--- config.mk ---
export PLATFORM = sky130hd
export DESIGN_NAME = ncr_core
export DESIGN_NICKNAME = d
export VERILOG_FILES = /design/src/ncr_pkg.sv /design/src/ncr_core.sv
export SDC_FILE = /design/constraint.sdc
export NUM_CORES = 1
export LEC_CHECK = 0
export BUFFER_PORTS_ARGS = -buffer_cell sky130_fd_sc_hd__buf_2
export CAP_MARGIN = 20
export CORE_MARGIN = 2
export CORE_UTILIZATION = 61
export DETAILED_ROUTE_END_ITERATION = 10
export GPL_TIMING_DRIVEN = 0
export PLACE_DENSITY = 0.8
export SKIP_LAST_GASP = 1
export SYNTH_ARGS = -nofsm -noshare
export SYNTH_HDL_FRONTEND = slang
export SYNTH_SLANG_ARGS = --single-unit
--- constraint.sdc ---
create_clock -name clk_sys_i -period 3.35 [get_ports clk_sys_i]
set_input_delay 0.5025 -clock clk_sys_i [delete_from_list [all_inputs] [get_ports clk_sys_i]]
set_output_delay 0.5025 -clock clk_sys_i [all_outputs]
set_load 0.02 [all_outputs]
--- src/ncr_pkg.sv ---
// Function
// RULE1 - Every reply carries main code and subcode bytes; success gives zero in both.
// RULE2 - Read of protected program region refused with 20/02.
// RULE3 - Read of absent or invalid registered table refused with 20/03.
// RULE4 - Write to read-only or write-protected area refused with 21/01, memory unchanged.
// RULE5 - Write to protected program region refused 21/02 until protect-clear accepted.
// RULE6 - Command not allowed while executing refused with 22/01.
// RULE7 - Command not allowed while stopped refused with 22/02.
// RULE8 - Command forbidden in current mode gives 22 and 03/04/05/06 by mode.
// RULE9 - Control-node-only command sent to another node refused with 22/07.
// RULE10 - Uninstalled hardware gives 23; 02 no file memory, 03 no clock.
// RULE11 - Link start or halt with missing or invalid table refused 24/01.
// RULE12 - Service requested while same service still runs refused with 26/05.
// RULE13 - Link service at a non-member node refused with 26/07.
// RULE14 - Error clear refused 26/0B while cause persists; error stays set.
// RULE15 - Controller-error flags of four nodes at bits 1, 5, 9, 13.
// RULE16 - Communications-error flags of four nodes at bits 2, 6, 10, 14.
// RULE17 - Link-member flags at bits 3, 7, 11, 15; clear means not participating.
// RULE18 - Controller-error flag set on fatal halt or incompatible controller.
// RULE19 - Comms-error flag set on noise, node absent, or cycle time too short.
// RULE20 - Status flags fill sixteen words from the configured first status word; here the words sit at fixed A_STAT0 and stat_base is only stored.
// RULE21 - Bits 0, 4, 8, 12 of each status word are reserved, read zero.
package ncr_pkg;
	localparam logic [7:0] MC_OK      = 8'h00;
	localparam logic [7:0] MC_READ    = 8'h20;
	localparam logic [7:0] MC_WRITE   = 8'h21;
	localparam logic [7:0] MC_MODE    = 8'h22;
	localparam logic [7:0] MC_NOUNIT  = 8'h23;
	localparam logic [7:0] MC_LINK    = 8'h24;
	localparam logic [7:0] MC_CMD     = 8'h26;
	localparam logic [7:0] SC_01      = 8'h01;
	localparam logic [7:0] SC_02      = 8'h02;
	localparam logic [7:0] SC_03      = 8'h03;
	localparam logic [7:0] SC_PROG    = 8'h03;
	localparam logic [7:0] SC_DEBUG   = 8'h04;
	localparam logic [7:0] SC_MON     = 8'h05;
	localparam logic [7:0] SC_RUN     = 8'h06;
	localparam logic [7:0] SC_CTLNODE = 8'h07;
	localparam logic [7:0] SC_BUSY    = 8'h05;
	localparam logic [7:0] SC_NOMEMB  = 8'h07;
	localparam logic [7:0] SC_CAUSE   = 8'h0B;
	localparam int STAT_WORDS   = 16;
	localparam int NODES_PER_WD = 4;
	localparam int BIT_CERR     = 1;
	localparam int BIT_KERR     = 2;
	localparam int BIT_MEMB     = 3;
	// APB map
	localparam logic [11:0] A_CTRL     = 12'h000;
	localparam logic [11:0] A_MODE     = 12'h004;
	localparam logic [11:0] A_RES      = 12'h008;
	localparam logic [11:0] A_CMD      = 12'h00C;
	localparam logic [11:0] A_RESP     = 12'h010;
	localparam logic [11:0] A_STBASE   = 12'h014;
	localparam logic [11:0] A_EVT      = 12'h018;
	localparam logic [11:0] A_STAT0    = 12'h040;
	localparam logic [31:0] CTRL_RST   = 32'h0000_0000;
	localparam logic [31:0] RES_RST    = 32'h0000_0000;
	localparam logic [15:0] STBASE_RST = 16'h0000;

	typedef enum logic [2:0] {
		OP_READ = 3'd0, OP_WRITE = 3'd1, OP_RUNCTL = 3'd2, OP_LINKSS = 3'd3,
		OP_SERVICE = 3'd4, OP_ERRCLR = 3'd5, OP_PCLEAR = 3'd6, OP_MISC = 3'd7
	} ncr_op_t;
	typedef enum logic [1:0] {
		MD_PROG = 2'b00, MD_DEBUG = 2'b01, MD_MON = 2'b11, MD_RUN = 2'b10
	} ncr_mode_t;
	typedef enum logic [1:0] {
		ST_IDLE = 2'b00, ST_EVAL = 2'b01, ST_DONE = 2'b11
	} ncr_st_t;

	// Command word written by software on behalf of a remote node
	typedef struct packed {
		logic [3:0] svc_id;
		logic       need_clock;
		logic       need_fmem;
		logic       ctl_node_only;
		logic       deny_running;
		logic       deny_stopped;
		logic [3:0] deny_modes;
		logic       tgt_table;
		logic       tgt_prog;
		logic       tgt_readonly;
		logic       svc_link;
		ncr_op_t    op;
	} ncr_cmd_t;

	typedef struct packed {
		logic [7:0] main_code;
		logic [7:0] sub_code;
	} ncr_resp_t;

	typedef struct packed {
		ncr_st_t          st;
		ncr_cmd_t         cmd;
		ncr_resp_t        resp;
		logic             prog_prot;
		logic             wr_prot_sw;
		logic             running;
		ncr_mode_t        mode;
		logic             is_ctl_node;
		logic             reg_table_ok;
		logic             link_table_ok;
		logic             fmem_ok;
		logic             clock_ok;
		logic             member;
		logic             err_flag;
		logic             err_cause;
		logic [15:0]      svc_busy;
		logic [15:0]      stat_base;
		logic [15:0]      mem_writes;
		logic [3:0][15:0] cerr;
		logic [3:0][15:0] kerr;
		logic [3:0][15:0] memb;
		logic [31:0]      prdata;
		logic             rd_ack;
	} ncr_state_t;
endpackage : ncr_pkg

--- src/ncr_core.sv ---
`timescale 1ns/1ps
`default_nettype none
module ncr_core
	import ncr_pkg::*;
(
	// Clock and reset
	input  wire logic        clk_sys_i,
	input  wire logic        nrst_i,
	// APB slave
	input  wire logic        psel_i,
	input  wire logic        penable_i,
	input  wire logic        pwrite_i,
	input  wire logic [11:0] paddr_i,
	input  wire logic [31:0] pwdata_i,
	output logic      [31:0] prdata_o,
	output logic             pready_o,
	output logic             pslverr_o,
	// Reply and memory write strobe
	output logic      [15:0] resp_o,
	output logic             resp_valid_o,
	output logic             mem_wr_o
);
	ncr_state_t q, d;
	logic       wr_acc;
	logic       rd_acc;
	logic       mapped;
	logic [3:0] sidx;
	logic [31:0] rd_val;
	logic [15:0] stat_word [STAT_WORDS];
	logic [31:0] sidx_full;
	logic        rd_stall;
	logic        set_prot;
	logic        set_err;
	logic        lack_fmem;
	logic        lack_clock;
	logic        not_ctl_node;
	logic        deny_exec;
	logic        deny_stop;
	logic [3:0]  mode_hit;
	logic [7:0]  mode_sub;
	logic        deny_mode;
	logic        gate_fail;
	ncr_resp_t   gate_resp;
	ncr_resp_t   op_resp;
	ncr_resp_t   verdict;
	logic        accept;

	assign wr_acc = psel_i & penable_i & pwrite_i;
	assign rd_acc = psel_i & penable_i & ~pwrite_i;
	assign sidx_full = (32'(paddr_i) - 32'(A_STAT0)) >> 2;
	assign sidx = sidx_full[3:0];

	// Reads take one wait state: prdata is a flop, so the word is captured in the first
	// access cycle and stands together with pready in the second
	assign rd_stall = rd_acc & ~q.rd_ack;
	// Software sets of protect and error flags; they win over a clear by command
	assign set_prot = wr_acc & (paddr_i == A_CTRL) & pwdata_i[1]; // [RULE5]
	assign set_err  = wr_acc & (paddr_i == A_CTRL) & pwdata_i[7]; // [RULE14]

	// Checks that apply to every command
	assign lack_fmem    = q.cmd.need_fmem & ~q.fmem_ok; // [RULE10]
	assign lack_clock   = q.cmd.need_clock & ~q.clock_ok; // [RULE10]
	assign not_ctl_node = q.cmd.ctl_node_only & ~q.is_ctl_node; // [RULE9]
	assign deny_exec    = q.cmd.deny_running & q.running; // [RULE6]
	assign deny_stop    = q.cmd.deny_stopped & ~q.running; // [RULE7]

	// Status words: four nodes each, reserved bits zero [RULE15] [RULE16] [RULE17] [RULE21]
	genvar w, n;
	generate
		for (w = 0; w < STAT_WORDS; w++) begin : g_word
			for (n = 0; n < NODES_PER_WD; n++) begin : g_node
				assign stat_word[w][4*n]            = 1'b0;
				assign stat_word[w][4*n + BIT_CERR] = q.cerr[n][w];
				assign stat_word[w][4*n + BIT_KERR] = q.kerr[n][w];
				assign stat_word[w][4*n + BIT_MEMB] = q.memb[n][w];
			end
		end
	endgenerate

	always_comb begin
		mapped = 1'b1;
		rd_val = 32'h0000_0000;
		if (paddr_i >= A_STAT0 && paddr_i < A_STAT0 + 12'(4*STAT_WORDS)
		    && paddr_i[1:0] == 2'b00) begin
			rd_val = {16'h0000, stat_word[sidx]}; // [RULE20]
		end else begin
			case (paddr_i)
				A_CTRL:   rd_val = {24'h00_0000, q.err_cause, q.err_flag, q.member,
				                    q.is_ctl_node, q.running, q.wr_prot_sw, q.prog_prot,
				                    1'b0};
				A_MODE:   rd_val = {30'h0000_0000, q.mode};
				A_RES:    rd_val = {16'h0000, q.mem_writes[11:0], q.clock_ok, q.fmem_ok,
				                    q.link_table_ok, q.reg_table_ok};
				A_CMD:    rd_val = {12'h000, q.cmd};
				A_RESP:   rd_val = {14'h0000, q.st, q.resp};
				A_STBASE: rd_val = {q.svc_busy, q.stat_base};
				A_EVT:    rd_val = 32'h0000_0000;
				default: begin
					rd_val = 32'h0000_0000;
					mapped = 1'b0;
				end
			endcase
		end
	end

	// Operating mode to the deny bit that covers it and the subcode that names it
	always_comb begin
		mode_hit = 4'b0000;
		mode_sub = SC_PROG;
		case (q.mode)
			MD_PROG: begin
				mode_hit = 4'b0001;
				mode_sub = SC_PROG;
			end
			MD_DEBUG: begin
				mode_hit = 4'b0010;
				mode_sub = SC_DEBUG;
			end
			MD_MON: begin
				mode_hit = 4'b0100;
				mode_sub = SC_MON;
			end
			MD_RUN: begin
				mode_hit = 4'b1000;
				mode_sub = SC_RUN;
			end
			default: begin
				mode_hit = 4'b0000;
				mode_sub = SC_PROG;
			end
		endcase
	end
	assign deny_mode = |(mode_hit & q.cmd.deny_modes); // [RULE8]

	// Priority: missing hardware, then node role, then run state, then operating mode
	always_comb begin
		gate_fail = 1'b1;
		gate_resp = '{main_code: MC_OK, sub_code: MC_OK};
		if (lack_fmem)
			gate_resp = '{MC_NOUNIT, SC_02}; // [RULE10]
		else if (lack_clock)
			gate_resp = '{MC_NOUNIT, SC_03}; // [RULE10]
		else if (not_ctl_node)
			gate_resp = '{MC_MODE, SC_CTLNODE}; // [RULE9]
		else if (deny_exec)
			gate_resp = '{MC_MODE, SC_01}; // [RULE6]
		else if (deny_stop)
			gate_resp = '{MC_MODE, SC_02}; // [RULE7]
		else if (deny_mode)
			gate_resp = '{MC_MODE, mode_sub}; // [RULE8]
		else
			gate_fail = 1'b0;
	end

	// Checks that depend on the kind of command; consulted only when every gate passed
	always_comb begin
		op_resp = '{main_code: MC_OK, sub_code: MC_OK}; // [RULE1]
		case (q.cmd.op)
			OP_READ: begin
				if (q.cmd.tgt_prog && q.prog_prot)
					op_resp = '{MC_READ, SC_02}; // [RULE2]
				else if (q.cmd.tgt_table && !q.reg_table_ok)
					op_resp = '{MC_READ, SC_03}; // [RULE3]
			end
			OP_WRITE: begin
				// Read-only and the protect switch outrank program protect
				if (q.cmd.tgt_readonly || q.wr_prot_sw)
					op_resp = '{MC_WRITE, SC_01}; // [RULE4]
				else if (q.cmd.tgt_prog && q.prog_prot)
					op_resp = '{MC_WRITE, SC_02}; // [RULE5]
			end
			OP_LINKSS: begin
				if (!q.link_table_ok)
					op_resp = '{MC_LINK, SC_01}; // [RULE11]
			end
			OP_SERVICE: begin
				// Membership first: a busy slot means nothing for a link service at a non-member node
				if (q.cmd.svc_link && !q.member)
					op_resp = '{MC_CMD, SC_NOMEMB}; // [RULE13]
				else if (q.svc_busy[q.cmd.svc_id])
					op_resp = '{MC_CMD, SC_BUSY}; // [RULE12]
			end
			OP_ERRCLR: begin
				if (q.err_cause)
					op_resp = '{MC_CMD, SC_CAUSE}; // [RULE14]
			end
			default: op_resp = '{main_code: MC_OK, sub_code: MC_OK};
		endcase
	end
	assign verdict = gate_fail ? gate_resp : op_resp;
	// Side effects only on success, so a refused command sets nothing but its reply [RULE4]
	assign accept  = (verdict.main_code == MC_OK);

	always_comb begin
		d = q;
		d.rd_ack = rd_stall;
		if (rd_stall)
			d.prdata = rd_val;
		if (wr_acc) begin
			case (paddr_i)
				A_CTRL: begin
					d.wr_prot_sw  = pwdata_i[2];
					d.running     = pwdata_i[3];
					d.is_ctl_node = pwdata_i[4];
					d.member      = pwdata_i[5];
					d.err_cause   = pwdata_i[7];
				end
				A_MODE: d.mode = ncr_mode_t'(pwdata_i[1:0]);
				A_RES: begin
					d.reg_table_ok  = pwdata_i[0];
					d.link_table_ok = pwdata_i[1];
					d.fmem_ok       = pwdata_i[2];
					d.clock_ok      = pwdata_i[3];
				end
				A_CMD: if (q.st == ST_IDLE || q.st == ST_DONE) begin
					d.cmd = ncr_cmd_t'(pwdata_i[19:0]);
					d.st  = ST_EVAL;
				end
				A_STBASE: begin
					d.stat_base = pwdata_i[15:0];
					// Service completion or abort frees the slot
					d.svc_busy  = q.svc_busy & ~pwdata_i[31:16];
				end
				A_EVT: begin
					// [5:2] node, [3:0] of word given in [9:6], event bits [12:10], memb [13]
					for (int k = 0; k < NODES_PER_WD; k++) begin
						if (pwdata_i[2 + k]) begin
							// Clear first, so that a set in the same write wins
							if (pwdata_i[12]) begin
								d.cerr[k][pwdata_i[9:6]] = 1'b0;
								d.kerr[k][pwdata_i[9:6]] = 1'b0;
							end
							if (pwdata_i[10])
								d.cerr[k][pwdata_i[9:6]] = 1'b1; // [RULE18]
							if (pwdata_i[11])
								d.kerr[k][pwdata_i[9:6]] = 1'b1; // [RULE19]
							d.memb[k][pwdata_i[9:6]] = pwdata_i[13]; // [RULE17]
						end
					end
				end
				default: ;
			endcase
		end

		case (q.st)
			ST_IDLE: ;
			ST_EVAL: begin
				d.st   = ST_DONE;
				d.resp = verdict; // [RULE1]
				if (accept) begin
					case (q.cmd.op)
						OP_WRITE:   d.mem_writes = q.mem_writes + 16'h0001; // [RULE4]
						OP_PCLEAR:  d.prog_prot  = 1'b0; // [RULE5]
						OP_SERVICE: d.svc_busy[q.cmd.svc_id] = 1'b1; // [RULE12]
						OP_ERRCLR:  d.err_flag   = 1'b0; // [RULE14]
						default: ;
					endcase
				end
			end
			ST_DONE: ;
			default: d.st = ST_IDLE;
		endcase
		// A set by software in the cycle of a clear by command wins
		if (set_prot)
			d.prog_prot = 1'b1; // [RULE5]
		if (set_err)
			d.err_flag = 1'b1; // [RULE14]
	end

	always_ff @(posedge clk_sys_i) begin
		if (!nrst_i) begin
			q               <= '0;
			q.st            <= ST_IDLE;
			q.mode          <= MD_PROG;
			q.stat_base     <= STBASE_RST;
		end else begin
			q <= d;
		end
	end

	// Memory write strobe only for accepted writes; refused writes leave memory alone [RULE4]
	assign mem_wr_o     = (q.mem_writes != d.mem_writes);
	assign prdata_o     = q.prdata;
	assign pready_o     = ~rd_stall;
	assign pslverr_o    = psel_i & penable_i & ~mapped;
	assign resp_o       = q.resp;
	assign resp_valid_o = (q.st == ST_DONE);
endmodule : ncr_core
`default_nettype wire

==> flow_metrics.py <==
metrics = {
    "layout": {
        "area_growth_pct": 13.9,
        "diodes": 0,
        "drive_above_1_share": 0.182,
        "fillers": 1910,
        "layout.nets": 1829,
    },
    "clock_tree": {
        "cts_tree": "yes",
        "clock_latency_ns": 0.54,
        "htree_num_levels": 2,
        "clock_path_buffers": 3,
        "numCtsBuffers": 34,
        "cts_sinks": 312,
        "clock-root-buffer": "clkbuf_16",
        "path_clk_slew_ns": 0.05,
    },
    "synth": {
        "async_flop_share": 0,
        "yosysSeqAreaShare": 0.409,
        "synth_cells": 1633,
        "ys.flop_type": "dfxtp_1",
        "avgSynthCellArea_um2": 9.36,
        "synth_warnings": 0,
        "synth-seq-cells": 312,
        "ys_types": 70,
        "synth_area_mm2": 0.0153,
        "synth_edf_count": 0,
    },
    "flow_run": {
        "drv_cap": 0,
    },
    "power_and_ir_drop": {
        "p_seq_frac": 0.468,
        "power_density_mw_per_mm2": 457,
        "clkPwrFrac": 0.466,
        "report.power.total_uw": 7950,
        "p_int_uw": 6010,
        "p_leak_uw": 0.00616,
        "p_comb_frac": 0.066,
        "switching_share": 0.244,
        "ir_drop_v": 0.000478,
        "p_sw_uw": 1940,
    },
    "timing": {
        "grt_setup_unrepaired": "no",
        "hold_viol": 0,
        "fin_tns_setup_ns": 0,
        "clock_skew_ns": 0.0224,
        "max_slew_margin": 0.189,
        "min_period_over_period": 0.973,
        "final.min_clock_period_ns": 3.26,
        "setup_violations": 0,
        "hold_slack_ns": 0.265,
        "worstMarginPinSlew_ns": 1.21,
        "clock.fmax_mhz": 307,
        "drv_slew": 0,
    },
    "global_route": {
        "gr-total-overflow": 0,
        "grt_max_degree": 20,
        "antenna_found_initial": 1,
        "first_global_vias": 14277,
        "grt_first_pass_wirelength_um": 83000,
        "grt_usage": 0.415,
    },
    "placed_design": {
        "globalplace.congestion": 0.966,
        "io_buffers": 86,
        "post-dp-hpwl_um": 39100,
    },
    "route": {
        "drt_pre_antenna_iters": 9,
        "routed-via-count": 14942,
        "routed_via_density": 7.06,
        "drt_drc_violations_left": 0,
        "avgRoutedWirePerCell_um": 26.2,
        "ant_nets": 0,
        "drt-initial-drc-count": 2136,
        "drt-total-wl_um": 55500,
    },
    "worst_setup_path": {
        "worstPathMaxFanout": 10,
        "crit_slowest_cell": "clkbuf_1",
        "crit_type": "in -> out",
        "worstSetupEndpointType": "output pin",
        "path_cells": "clkbuf_1, clkbuf_1, clkdlybuf4s15_2, a21oi_1, o21ai_0, nor2b_1, buf_2",
        "cpPeakStageDelay_ns": 0.67,
        "arrival_ns": 2.76,
        "cp-start-kind": "primary input",
        "cp_common_cell": "clkbuf_1",
        "cp.required_ns": 2.85,
    },
    "die": {
        "dieArea_mm2": 0.0263,
        "initial_core_util": 0.625,
        "die_y_um": 162,
        "dieWidth_um": 162,
        "io_pins": 101,
        "rows": 57,
        "core_mm2": 0.0245,
    },
    "outcome": {
        "status": "finished clean",
    },
    "worst_hold_path": {
        "hp-class": "in -> reg",
    },
}
## area by class of cell
type	count	area [um2]	area share
tap	324	405	0.0233
clock inverter	7	82.6	0.00474
sequential	312	6250	0.359
inverter	11	41.3	0.00237
buffer	196	990	0.0569
multi-input combinational	1120	8090	0.465
clock buffer	50	1000	0.0576
timing repair buffer	97	551	0.0316
## through the flow
| stage | setup WS (ns) | cell area [um2] | instances | utilization |
|---|---|---|---|---|
| finish | 0.0906 | 17400 | 2117 | 0.712 |
| global route | 0.0399 | 17400 | 2117 | 0.712 |
| CTS | 0.0639 | 17300 | 2110 | 0.708 |
| detailed placement | -0.0537 | 16200 | 2054 | 0.663 |
| global placement | -0.0666 | 16100 | 2050 | 0.660 |
| floorplan | 0.752 | 15300 | 1640 | - |
## path summary, 6_finish.rpt
path,startpoint,endpoint,slack (ns),depth (start not counted)
worst min register to register,prdata_o[8],prdata_o[8],0.45,2
worst max register to register,q[281],q[272],0.16,8
worst max-delay path,paddr_i[4],pslverr_o,0.09,7
worst min-delay path,pwdata_i[18],q[320],0.27,3
## layout by cell type, fill, tap and decap left out, types with 11 or more instances in the layout
cell type    n
dfxtp_1    312
nand2_1    171
nand3_1    157
a32o_1     134
buf_2      115
a21boi_0   114
clkbuf_1   111
nor2_1     105
o21ai_0     95
mux4_2      62
buf_4       56
clkbuf_16   35
a21oi_1     31
nor2b_1     26
and2_1      24
mux2i_1     22
inv_1       11
nor3_1      11
## repair_timing
action                                  4_1_cts  5_1_grt
resized for setup                             3        1
hold buffers                                  0        0
endpoints found under the setup margin        2        1
buffers inserted                              0        1
pin swaps                                     0        3
endpoints found under the hold margin         0        0
## cells by family after synthesis
kind of cell             Yosys count  synth area share
XOR/XNOR                          10           0.00573
adder cells (fa/ha/maj)            8           0.00655
buffers and inverters            208            0.0672
AND/OR/NAND/NOR                  563             0.180
multiplexers                      86             0.107
other                              1          0.000245
AO/OA/AOI/OAI                    445             0.224
flip-flops                       312             0.409
## power groups by stage
stage	sequential (uW)	clock, uW	combinational, uW
3_3_place_gp	3800	0	480
5_1_grt	3720	3850	533
4_1_cts	3720	3700	490
2_1_floorplan	3800	0	275
3_5_place_dp	3800	0	488
6_report	3720	3710	524
## critical path, delay by kind of cell
| kind | cells | cell delay, ns |
|---|---|---|
| buf+inv | 4 | 1.71 |
| simple gates | 1 | 0.15 |
| compound gates | 2 | 0.38 |
## sequential cells by signal (all words and copies together) (netlist names)
signal,cells
prdata_o,32
q,272
resp_o,8
## synthesized netlist by cell type (5+ instances only)
cell type,number,area (um2)
and2_1,24,150
a221o_1,8,80.1
buf_4,52,390
mux2i_1,22,220
a221oi_1,7,61.3
nand3_1,157,786
a21oi_1,31,155
nand4_1,5,31.3
buf_2,29,145
a32o_1,134,1340
nor2b_1,26,163
o21ai_0,95,475
a31oi_1,7,43.8
nor2_1,105,394
xor2_1,6,52.6
a41o_1,6,60.1
mux4_2,62,1400
dfxtp_1,312,6250
a22o_1,5,43.8
buf_1,11,41.3
a22oi_1,5,37.5
nand2_1,171,642
a21boi_0,114,856
clkbuf_1,103,387
nor4_2,7,87.6
inv_1,11,41.3
ha_1,8,100
and3_1,9,56.3
nor3_1,17,85.1
nand2b_1,9,56.3
a222oi_1,5,50.1
## routing by layer
layer	vias up	track usage	routed length, um
met5	-	0	0
met1	7069	0.504	19600
met4	0	0.294	4690
met2	1188	0.650	24300
met3	347	0.0993	6830
li1	6338	-	-
No activity file was read; power rests on OpenSTA's default activity.
